$ cat src/design/seq_stack_defs.vh
// Constants for the sequencer stack entries thirteen to fifteen
`ifndef SEQ_STACK_DEFS_VH
`define SEQ_STACK_DEFS_VH

// Register offsets
`define OFS_ENTRY_THIRTEEN 6'h2d
`define OFS_ENTRY_FOURTEEN 6'h2e
`define OFS_ENTRY_FIFTEEN 6'h2f
`define OFS_SEQ_CONTROL 6'h3a
`define OFS_SEQ_STATUS 6'h3b

// Reset values
`define RST_ENTRY_THIRTEEN 16'h5a00
`define RST_ENTRY_FOURTEEN 16'h5c00
`define RST_ENTRY_FIFTEEN 16'h5e00

// Field positions
`define FLD_ACCESS_DIR 15
`define FLD_ADDR_HI 14
`define FLD_ADDR_LO 9
`define FLD_LOOP_BACK 8
`define FLD_CHAN_B_HI 7
`define FLD_CHAN_B_LO 4
`define FLD_CHAN_A_HI 3
`define FLD_CHAN_A_LO 0

// Stack index of the first entry and count of the entries held here
`define FIRST_ENTRY 2'd0
`define ENTRY_COUNT 2'd3

// Conversion time in clock cycles, 1000 ns at a 10 ns clock
`define CONV_CYCLES 8'd100

`endif

$ cat src/design/stack_entry_reg.v
// One sequencer stack entry register with its own reset value
`timescale 1ns/10ps
`include "seq_stack_defs.vh"

module stack_entry_reg #(
    parameter [15:0] RESET_VALUE = 16'h0000
) (
    // Clock and reset
    input wire clk,
    input wire reset,
    // Write port
    input wire write_en,
    input wire [15:0] write_data,
    // Stored word
    output reg [15:0] entry_q
);

    // Whole word stores, direction bit included
    always @(posedge clk or posedge reset) begin
        if (reset) begin
            entry_q <= RESET_VALUE;
        end else if (write_en) begin
            entry_q <= write_data;
        end
    end

endmodule

$ cat src/design/conv_timer.v
// Counts the cycles of one simultaneous conversion
`timescale 1ns/10ps
`include "seq_stack_defs.vh"

module conv_timer (
    // Clock and reset
    input wire clk,
    input wire reset,
    // Control
    input wire start,
    // Status
    output reg busy_q,
    output reg done_q
);

    localparam [7:0] LAST_COUNT = `CONV_CYCLES - 8'd1;

    reg [7:0] count_q;

    // Busy from start until the count runs out, then a done pulse
    always @(posedge clk or posedge reset) begin
        if (reset) begin
            count_q <= 8'h00;
            busy_q <= 1'b0;
            done_q <= 1'b0;
        end else begin
            done_q <= 1'b0;
            if (busy_q) begin
                if (count_q == LAST_COUNT) begin
                    busy_q <= 1'b0;
                    done_q <= 1'b1;
                    count_q <= 8'h00;
                end else begin
                    count_q <= count_q + 8'h01;
                end
            end else if (start) begin
                busy_q <= 1'b1;
                count_q <= 8'h00;
            end
        end
    end

endmodule

$ cat src/design/seq_stack_block.v
// Sequencer stack entries thirteen to fifteen with stepping logic
// Overview of operation
// - Bit 15 selects write (1) or readback (0)
// - Bits 14:9 hold entry address, reset self
// - Return bit 0 advances to next entry
// - Return bit 1 goes back to first
// - Bits 7:4 select converter B channel
// - Bits 3:0 select converter A channel
// - Entries at 0x2d..0x2f, reset to own address
//
// The plain strobed port was chosen for this implementation.
`timescale 1ns/10ps
`include "seq_stack_defs.vh"

module seq_stack_block (
    // Clock and reset
    input wire clk,
    input wire reset,
    // Register port
    input wire [5:0] reg_addr,
    input wire [15:0] reg_wdata,
    input wire reg_wr,
    input wire reg_rd,
    output reg [15:0] reg_rdata_q,
    // Converter channel selections, start pulse and current step
    output reg [3:0] converter_a_channel_q,
    output reg [3:0] converter_b_channel_q,
    output reg convert_start_q,
    output reg [1:0] step_index_q
);

    ////////////////////////////////////////////////////////////////////////////
    // Helper functions

    // Address field of a word
    function [5:0] addr_field;
        input [15:0] word;
        begin
            addr_field = word[`FLD_ADDR_HI:`FLD_ADDR_LO];
        end
    endfunction

    // Entry index for a register address, 3 when none matches
    function [1:0] entry_index;
        input [5:0] addr;
        begin
            case (addr)
                `OFS_ENTRY_THIRTEEN: entry_index = 2'd0;
                `OFS_ENTRY_FOURTEEN: entry_index = 2'd1;
                `OFS_ENTRY_FIFTEEN: entry_index = 2'd2;
                default: entry_index = 2'd3;
            endcase
        end
    endfunction

    ////////////////////////////////////////////////////////////////////////////
    // Register write decode

    wire [1:0] wr_index;
    wire wr_dir_ok;
    wire wr_addr_ok;
    wire [2:0] entry_we;
    wire [15:0] entry13;
    wire [15:0] entry14;
    wire [15:0] entry15;
    reg run_q;

    assign wr_index = entry_index(reg_addr);
    // Only a word marked as a write stores into an entry; the control register ignores bit 15
    assign wr_dir_ok = reg_wdata[`FLD_ACCESS_DIR];
    // The address field must name the targeted entry
    assign wr_addr_ok = (addr_field(reg_wdata) == reg_addr);
    assign entry_we[0] = reg_wr && wr_dir_ok && wr_addr_ok && (wr_index == 2'd0);
    assign entry_we[1] = reg_wr && wr_dir_ok && wr_addr_ok && (wr_index == 2'd1);
    assign entry_we[2] = reg_wr && wr_dir_ok && wr_addr_ok && (wr_index == 2'd2);

    ////////////////////////////////////////////////////////////////////////////
    // Entry storage, each reset to its own address

    stack_entry_reg #(.RESET_VALUE(`RST_ENTRY_THIRTEEN)) u_entry13 (
        .clk(clk),
        .reset(reset),
        .write_en(entry_we[0]),
        .write_data(reg_wdata),
        .entry_q(entry13)
    );

    stack_entry_reg #(.RESET_VALUE(`RST_ENTRY_FOURTEEN)) u_entry14 (
        .clk(clk),
        .reset(reset),
        .write_en(entry_we[1]),
        .write_data(reg_wdata),
        .entry_q(entry14)
    );

    stack_entry_reg #(.RESET_VALUE(`RST_ENTRY_FIFTEEN)) u_entry15 (
        .clk(clk),
        .reset(reset),
        .write_en(entry_we[2]),
        .write_data(reg_wdata),
        .entry_q(entry15)
    );

    ////////////////////////////////////////////////////////////////////////////
    // Sequencer control register

    wire ctl_write;
    assign ctl_write = reg_wr && (reg_addr == `OFS_SEQ_CONTROL);

    // Bit 0 runs the sequencer
    always @(posedge clk or posedge reset) begin
        if (reset) begin
            run_q <= 1'b0;
        end else if (ctl_write) begin
            run_q <= reg_wdata[0];
        end
    end

    ////////////////////////////////////////////////////////////////////////////
    // Sequencer stepping

    localparam [1:0] ST_IDLE = 2'd0;
    localparam [1:0] ST_START = 2'd1;
    localparam [1:0] ST_WAIT = 2'd2;

    reg [1:0] state_q;
    reg [1:0] state_d;
    reg [1:0] step_d;
    reg [15:0] cur_entry;
    wire conv_busy;
    wire conv_done;

    conv_timer u_timer (
        .clk(clk),
        .reset(reset),
        .start(convert_start_q),
        .busy_q(conv_busy),
        .done_q(conv_done)
    );

    // Entry at the current step
    always @* begin
        case (step_index_q)
            2'd0: cur_entry = entry13;
            2'd1: cur_entry = entry14;
            default: cur_entry = entry15;
        endcase
    end

    // Next state and next step
    always @* begin
        state_d = state_q;
        step_d = step_index_q;
        case (state_q)
            ST_IDLE: begin
                step_d = `FIRST_ENTRY;
                if (run_q) begin
                    state_d = ST_START;
                end
            end
            ST_START: begin
                state_d = ST_WAIT;
            end
            ST_WAIT: begin
                if (conv_done) begin
                    if (cur_entry[`FLD_LOOP_BACK] || step_index_q == `ENTRY_COUNT - 2'd1) begin
                        step_d = `FIRST_ENTRY;
                    end else begin
                        step_d = step_index_q + 2'd1;
                    end
                    state_d = run_q ? ST_START : ST_IDLE;
                end
            end
            default: begin
                state_d = ST_IDLE;
                step_d = `FIRST_ENTRY;
            end
        endcase
    end

    // State, step and converter outputs
    always @(posedge clk or posedge reset) begin
        if (reset) begin
            state_q <= ST_IDLE;
            step_index_q <= 2'd0;
            convert_start_q <= 1'b0;
            converter_a_channel_q <= 4'h0;
            converter_b_channel_q <= 4'h0;
        end else begin
            state_q <= state_d;
            step_index_q <= step_d;
            convert_start_q <= (state_q == ST_START);
            if (state_q == ST_START) begin
                converter_a_channel_q <= cur_entry[`FLD_CHAN_A_HI:`FLD_CHAN_A_LO];
                converter_b_channel_q <= cur_entry[`FLD_CHAN_B_HI:`FLD_CHAN_B_LO];
            end
        end
    end

    ////////////////////////////////////////////////////////////////////////////
    // Register readback

    // Read data stands the cycle after the strobe, zero otherwise
    always @(posedge clk or posedge reset) begin
        if (reset) begin
            reg_rdata_q <= 16'h0000;
        end else if (reg_rd) begin
            case (reg_addr)
                `OFS_ENTRY_THIRTEEN: reg_rdata_q <= entry13;
                `OFS_ENTRY_FOURTEEN: reg_rdata_q <= entry14;
                `OFS_ENTRY_FIFTEEN: reg_rdata_q <= entry15;
                `OFS_SEQ_CONTROL: reg_rdata_q <= {15'h0000, run_q};
                `OFS_SEQ_STATUS: reg_rdata_q <= {11'h000, conv_busy, state_q, step_index_q};
                default: reg_rdata_q <= 16'h0000;
            endcase
        end else begin
            reg_rdata_q <= 16'h0000;
        end
    end

endmodule

$ cat config.mk
export PLATFORM = sky130hd
export DESIGN_NAME = seq_stack_block
export DESIGN_NICKNAME = d
export VERILOG_FILES = /design/src/design/stack_entry_reg.v /design/src/design/conv_timer.v /design/src/design/seq_stack_block.v
export VERILOG_INCLUDE_DIRS = /design/src /design/src/design
export SDC_FILE = /design/constraint.sdc
export NUM_CORES = 1
export LEC_CHECK = 0
export BUFFER_PORTS_ARGS = -buffer_cell sky130_fd_sc_hd__buf_2
export CELL_PAD_IN_SITES_DETAIL_PLACEMENT = 0
export CELL_PAD_IN_SITES_GLOBAL_PLACEMENT = 2
export CORE_MARGIN = 3
export CORE_UTILIZATION = 36
export CTS_BUF_LIST = sky130_fd_sc_hd__clkbuf_8
export DETAILED_ROUTE_END_ITERATION = 6
export PLACE_DENSITY_LB_ADDON = 0.1
export SYNTH_ARGS = -nofsm -noshare
export SYNTH_HDL_FRONTEND = slang
export SYNTH_SLANG_ARGS = --single-unit
$ cat constraint.sdc
create_clock -name clk -period 2.9 [get_ports clk]
set_input_delay 0.58 -clock clk [delete_from_list [all_inputs] [get_ports clk]]
set_output_delay 0.58 -clock clk [all_outputs]
set_load 0.02 [all_outputs]
==> metrics.md, run 1 <==
| Metric | Value |
|---|---|
| DP Area | `roughly 4300 um^2` |
| Placed Instances | `488` |
| Top-count cell post-synth | `dfrtp_1` |
| Synth Instances | `305` |
| Status | `finished, final reports clean` |
| Clock slew at reported path FFs | `approximately 0.080 ns` |
| FP Rows | `37` |
| # fillers | `roughly 1000` |
| Final net count | `393` |
| Finished Layout Cells | `503` |
| Min Tclk post-route | `2.214 ns` |
| Routed len/inst | `about 17 um` |
| Synth Flop Type | `dfrtp_1` |
| Root buf cell | `clkbuf_8` |
| Netlist cell types | `39` |
| Reg2Reg Setup Slack | `0.69 ns` |
| Global-route wire length before repair | `14060 um` |
| Crit Path Max Fanout | `10` |
| Adder-Cell Fraction of Synth Area | `under 10%` |
| Final TNS setup | `0 ns` |
| Gr usage total | `15.73%` |
| Final WL | `8658 um` |
| Worst slew margin | `roughly three fifths` |
| DRC Markers | `0` |
| Worst path cell trace | `inv_1 -> ha_1 -> nor2_1 -> a2111oi_0 -> mux2_2` |
| Die Y | `109.4 um` |
| Initial DRC Count | `110` |
| Hold Fails Final Rpt | `0` |
| CORE AREA | `10370 um^2` |
| Vias in the first global route | `2623` |
| Initial Util | `37.11%` |
| Worst Path Buf+Inv | `1` |
| Fraction of registers with async set/reset | `100.0%` |
| Top cells by area, synth | `dfrtp_1 (49%), dfstp_2 (8.9%), mux2_2 (5.9%)` |
| Commonest cells in the netlist | `dfrtp_1 (75), mux2_2 (20), nand2_1 (20), nor2_1 (20), a21oi_1 (16)` |
| Pre-Repair DR Iteration Count | `5` |
| CTS tree | `built` |
| Die width | `109.4 um` |
| Post-synthesis mux area share | `roughly a tenth` |
| Fmax achieved | `451.7 MHz` |
| Compound-Gate Fraction of Synth Area | `11.83%` |
| Period utilization | `76.34%` |
| Post-synth EDFFs | `0` |
| Yosys top cell area share | `approximately half` |
| Cell area after synthesis | `around 3800 um^2` |
| Post-Syn Area per Cell | `between 10 and 15 um^2` |
| Clk_skew | `approximately 0.0084 ns` |
| Via density | `5.004` |
| Initial antenna violation count | `0` |
| Final Instance Area | `4457 um^2` |
| Xor and xnor area share after synthesis | `2.471%` |
| Post-synth top area cell | `dfrtp_1` |
| Leak Pwr | `2.186 nW` |
| GPL Wtd Cong | `around 0.74` |
| Worst Hold Class | `input port to async pin` |
| Worst setup EP type | `flip-flop` |
| Worst Tran Pin Value | `0.6106 ns` |
| Layout area overhead | `15.80%` |
| Register area share after synthesis | `between 50% and 60%` |
| Seq cells post-synth | `88` |
| Largest net degree at the start of global routing | `41` |
| Clock Sink Count | `88` |
| H-tree depth | `3` |
| Critical-path top delay cell | `a2111oi_0` |
| Die footprint | `11970 um^2` |
| Simple-gate portion of the synthesized area | `14.04%` |
| Worst IR drop on VDD | `0.3568 mV` |
| Startpoint Class | `flip-flop` |
| Clock buffer depth | `2` |
| Worst endpoint required time | `3.19 ns` |
| Final max-slew violation count | `0` |
| Vias | `roughly 2500` |
| Largest delay contributor family on the critical path | `compound AO/OA/AOI/OAI gates` |
| Antenna-violating nets left | `0` |
| Power per cell area | `549.2 nW/um^2` |
| Setup CP Type | `flip-flop to flip-flop` |
| Post-Synthesis Net Count | `335` |
| Fraction of layout cells with a size suffix above 1 | `34.33%` |
| Top-Level Pins | `between 50 and 60` |
| Clk Latency, worst-skew pair | `0.34 ns` |
| ANT cells | `0` |
| Unrepaired setup endpoints after global routing | `false` |
| CP arrival | `2.50 ns` |
| Post_cts resized | `0` |
| Hpwl dp | `5795 um` |
| Num CTS Buffers | `9` |
| Largest family of logic cells by synthesized area | `simple AND/OR/NAND/NOR gates` |
| Congestion Overflow GR | `0` |
| CP max stage delay | `0.62 ns` |
| CTS Hold Buffers Added | `0` |
| Max-capacitance violation count | `0` |
| Syn. warnings | `0` |
| Post-CTS setup buffers | `0` |
| Final setup fails | `0` |
| Input/output buffers | `52` |
## cell usage in the layout, fill, tap and decap left out, drive strengths merged, types with 11 or more instances in the layout
cell type,synthesis,final
a21oi,16,16
a222oi,11,11
a22o,12,12
buf,5,59
dfrtp,75,75
dfstp,13,13
mux2,29,29
nand2,20,20
nor2,22,22
o21ai,15,15
or2b,12,12
## sequential cells by signal, summed over array words and instances, names as in the netlist
register               flops
u_entry13.entry_q         16
u_entry14.entry_q         16
state_q                    2
converter_a_channel_q      4
step_index_q               2
u_timer.done_q             1
run_q                      1
reg_rdata_q               16
u_timer.count_q            8
u_entry15.entry_q         16
convert_start_q            1
converter_b_channel_q      4
u_timer.busy_q             1
## path summary, 6_finish.rpt
kind | start | end | cells after the start
worst max-delay path | step_index_q[0] | step_index_q[0] | 5
worst min-delay path | reset | u_timer.count_q[0] | 2
worst max register to register | step_index_q[0] | step_index_q[0] | 5
worst min register to register | u_entry15.entry_q[15] | u_entry15.entry_q[15] | 1
max in group asynchronous | reset | u_entry15.entry_q[11] | 3
min in group clk | u_entry15.entry_q[15] | u_entry15.entry_q[15] | 1
## worst reg2reg max path: stages, from the launching register on
cell       delay [ns]
dfrtp_1          0.44
inv_1            0.12
ha_1             0.46
nor2_1           0.27
a2111oi_0        0.62
mux2_2           0.25
## kinds of logic (layout without fill, tap and decap cells)
| logic type | after synthesis | after routing |
|---|---|---|
| AOI/OAI and AO/OA | 65 | 65 |
| xor gates and xnor gates | 10 | 10 |
| adders and majority gates | 4 | 4 |
| buffers and inverters | 18 | 80 |
| DFF | 88 | 88 |
| muxes | 32 | 32 |
| and+or+nand+nor | 88 | 88 |
## final cells by class
| type | instances | area [um^2] | area share, % |
|---|---|---|---|
| clock buffers | 10 | 137.6 | 3.088 |
| well taps | 136 | 170.2 | 3.818 |
| flip-flops and latches | 88 | 2218 | 49.78 |
| inverters | 6 | 23.77 | 0.5334 |
| multi-input cells | 199 | 1531 | 34.36 |
| repair buffers | 59 | 325.3 | 7.299 |
| clock inverters | 5 | 50.05 | 1.123 |
## per-layer routing
| layer | GRT usage [%] | wire length (um) | up-vias |
|---|---|---|---|
| met5 | 0 | 0 | - |
| met4 | 7.035 | 128 | 0 |
| met3 | 2.701 | 321 | 9 |
| met2 | 24.24 | 4077 | 50 |
| met1 | 21.77 | 4130 | 1250 |
| li1 | - | - | 1208 |
## report_power, final
group	total, W	leakage, nW	internal, W	switching [W]
logic	0.000277	0.917	0.000103	0.000173
clock network	0.000820	0.101	0.000410	0.000410
registers	0.00135	1.17	0.00128	0.0000665
## through the flow
| step | util [%] | setup WS, ns | total power, W | hold WS [ns] |
|---|---|---|---|---|
| floorplan | - | 0.06296 | 0.001551 | 0.4311 |
| detailed placement | 41.17 | 0.6050 | 0.001654 | 0.4546 |
| finish | 42.98 | 0.6862 | 0.002448 | 0.2543 |
| global placement | 41.17 | 0.6349 | 0.001656 | 0.4492 |
| global route | 42.98 | 0.5333 | 0.002587 | 0.2777 |
| CTS | 42.98 | 0.6633 | 0.002488 | 0.2504 |
No activity file was read; power rests on OpenSTA's default activity.
==> run 2: changes to the inputs <==
clock period = 2 ns   (was 2.9 ns; I/O delays follow)
==> run 2 against run 1 <==
Clock skew rose by 0.0045 ns. Via count grew 0.52%. Count of clock-buffer cells in the layout did not move. Non-clock buffer count grew 10. Worst hold slack worse by 0.14 ns. Global-route usage decreased by 0.29 points. Cell area up 2.2%. Flip-flop and latch count unchanged. Fmax is 21% higher. First-iteration DRC count grew 25%. Worst setup slack worse by 0.51 ns. Critical path depth increased by 1. Largest power group unchanged.
==> metrics.md, run 2 (synthesis gave the netlist of run 1 again) <==
| Metric | Value |
|---|---|
| Status | `finished, final reports clean` |
| DP Area | `4359 um^2 (+2.1%)` |
| Crit Path Max Fanout | `4 (-6)` |
| Antenna-violating nets left | `0 (unchanged)` |
| Initial antenna violation count | `0 (unchanged)` |
| Most common cell after layout, fill and taps aside | `dfrtp_1` |
| Initial Util | `37.11% (unchanged)` |
| CORE AREA | `10370 um^2 (unchanged)` |
| Worst setup EP type | `flip-flop` |
| Worst path cell trace | `inv_1 -> ha_1 -> a22o_1 -> a2111oi_0 -> buf_4 -> mux2_2` |
| Die width | `109.4 um (unchanged)` |
| FP Rows | `37 (unchanged)` |
| Root buf cell | `clkbuf_8` |
| CP max stage delay | `0.45 ns (-0.17 ns)` |
| Worst Hold Class | `input port to async pin` |
| Die Y | `109.4 um (unchanged)` |
| Pint | `0.002630 W (+46%)` |
| Core Util, Final | `43.93% (+0.95 points)` |
| Final TNS setup | `0 ns (unchanged)` |
| Largest delay contributor family on the critical path | `compound AO/OA/AOI/OAI gates` |
| Die footprint | `11970 um^2 (unchanged)` |
| CP arrival | `2.11 ns (-0.39 ns)` |
| Net Switching | `0.0009668 W (+49%)` |
| DP Worst Slack | `0.07490 ns (-0.5301 ns)` |
| Hold Fails Final Rpt | `0 (unchanged)` |
| Vias | `2530 (+0.52%)` |
| Global-route wire length before repair | `14030 um (-0.15%)` |
| Final net count | `403 (+2.5%)` |
| DRC Markers | `0 (unchanged)` |
| Layout area overhead | `18.37%` |
| Max-capacitance violation count | `0 (unchanged)` |
| Period utilization | `91.24% (+15 points)` |
| Combinational share of power | `11.4% (about the same)` |
| Setup CP Type | `flip-flop to flip-flop` |
| Leak Pwr | `2.243 nW (+2.6%)` |
| Worst IR drop on VDD | `0.4072 mV (+14%)` |
| Worst endpoint required time | `2.29 ns (-0.90 ns)` |
| H-tree depth | `3 (unchanged)` |
| ANT cells | `0 (unchanged)` |
| Post-CTS setup buffers | `0 (unchanged)` |
| Part of the power in registers | `54.5% (-0.7 points)` |
| Fraction of layout cells with a size suffix above 1 | `36.51% (+2.2 points)` |
| Worst Tran Pin Value | `0.5969 ns (-0.01370 ns)` |
| Final WL | `8457 um (-2.3%)` |
| Clk Latency, worst-skew pair | `0.34 ns (about the same)` |
| Placed Instances | `498 (+2.0%)` |
| Final setup fails | `0 (unchanged)` |
| Net Sw Frac | `26.88% (+0.34 points)` |
| Fmax achieved | `548.0 MHz (+21%)` |
| Clock buffer depth | `2 (unchanged)` |
| Num CTS Buffers | `9 (unchanged)` |
| Clk pwr share | `34.1% (+0.6 points)` |
| Clk_skew | `0.01289 ns (+0.004482 ns)` |
| Worst Path Buf+Inv | `2 (+1)` |
| Via density | `4.922 (-1.6%)` |
| Clock slew at reported path FFs | `0.09 ns (about the same)` |
| Input/output buffers | `52 (unchanged)` |
| Top-Level Pins | `53 (unchanged)` |
| Routed len/inst | `16.45 um (-4.4%)` |
| CTS Hold Buffers Added | `0 (unchanged)` |
| Congestion Overflow GR | `0 (unchanged)` |
| Final Instance Area | `4556 um^2 (+2.2%)` |
| Largest net degree at the start of global routing | `52 (+27%)` |
| Power per cell area | `789.4 nW/um^2 (+44%)` |
| Min Tclk post-route | `1.825 ns (-0.3891 ns)` |
| Initial DRC Count | `138 (+25%)` |
| Critical-path top delay cell | `dfrtp_1` |
| Unrepaired setup endpoints after global routing | `false` |
| Final max-slew violation count | `0 (unchanged)` |
| Gr usage total | `15.45% (-0.29 points)` |
| Worst setup margin | `0.1753 ns (-0.5109 ns)` |
| Hpwl dp | `5627 um (-2.9%)` |
| GPL Wtd Cong | `0.7558 (+2.6%)` |
| Worst slew margin | `60.06% (+0.92 points)` |
| Finished Layout Cells | `514 (+2.2%)` |
| Clock Sink Count | `88 (unchanged)` |
| Post_cts resized | `0 (unchanged)` |
| Startpoint Class | `flip-flop` |
| Pre-Repair DR Iteration Count | `5 (unchanged)` |
| CTS tree | `built` |
| Vias in the first global route | `2629 (+0.23%)` |
| Most frequent cells in the layout | `dfrtp_1 (75), buf_2 (52), nor2_1 (20), nand2_1 (20), mux2_2 (20)` |
==> run 2: power by group through the flow <==
stage | Combinational (W) | Sequential (W) | Clock, W
5_1_grt | 0.000475 | 0.00198 | 0.00135
2_1_floorplan | 0.000281 | 0.00197 | 0
3_5_place_dp | 0.000420 | 0.00199 | 0
4_1_cts | 0.000422 | 0.00196 | 0.00127
6_report | 0.000410 | 0.00196 | 0.00123
3_3_place_gp | 0.000418 | 0.00199 | 0
==> run 2: through the flow <==
stage / hold slack, ns / power, W
global route: 0.1166 / 0.003810
CTS: 0.1016 / 0.003656
finish: 0.1183 / 0.003596
floorplan: 0.4311 / 0.002249
detailed placement: 0.4506 / 0.002414
global placement: 0.4481 / 0.002412
==> run 2: cell type report <==
type,count,area [um^2]
Sequential cell,88,2218
Timing Repair Buffer,69,412.9
Multi-Input combinational cell,199,1531
Clock buffer,10,137.6
Clock inverter,6,58.81
Tap cell,136,170.2
Fill cell,1000,5814
Inverter,6,26.28
==> run 2: worst paths after layout <==
check / slack [ns] / cells after the start / from / endpoint
max: 0.18 / 6 / step_index_q[0] / step_index_q[0]
min: 0.12 / 3 / reset / reg_rdata_q[13]
max reg2reg: 0.18 / 6 / step_index_q[0] / step_index_q[0]
min reg2reg: 0.47 / 1 / u_entry15.entry_q[15] / u_entry15.entry_q[15]
max in group asynchronous: 1.61 / 3 / reset / u_entry15.entry_q[2]
min in group clk: 0.33 / 2 / reg_wdata[4] / u_entry15.entry_q[4]
==> run 2: worst register-to-register path: stages, from the launching register on <==
cell       delay (ns)
dfrtp_1          0.45
inv_1            0.11
ha_1             0.28
a22o_1           0.26
a2111oi_0        0.36
buf_4            0.18
mux2_2           0.13
==> run 2: per-layer routing <==
layer	part of all wire [%]	up-vias	GRT usage (%)
li1	-	1231	-
met1	48	1245	22.10
met2	47	50	23.23
met3	3.9	4	3.288
met4	0.97	0	5.343
met5	0	-	0
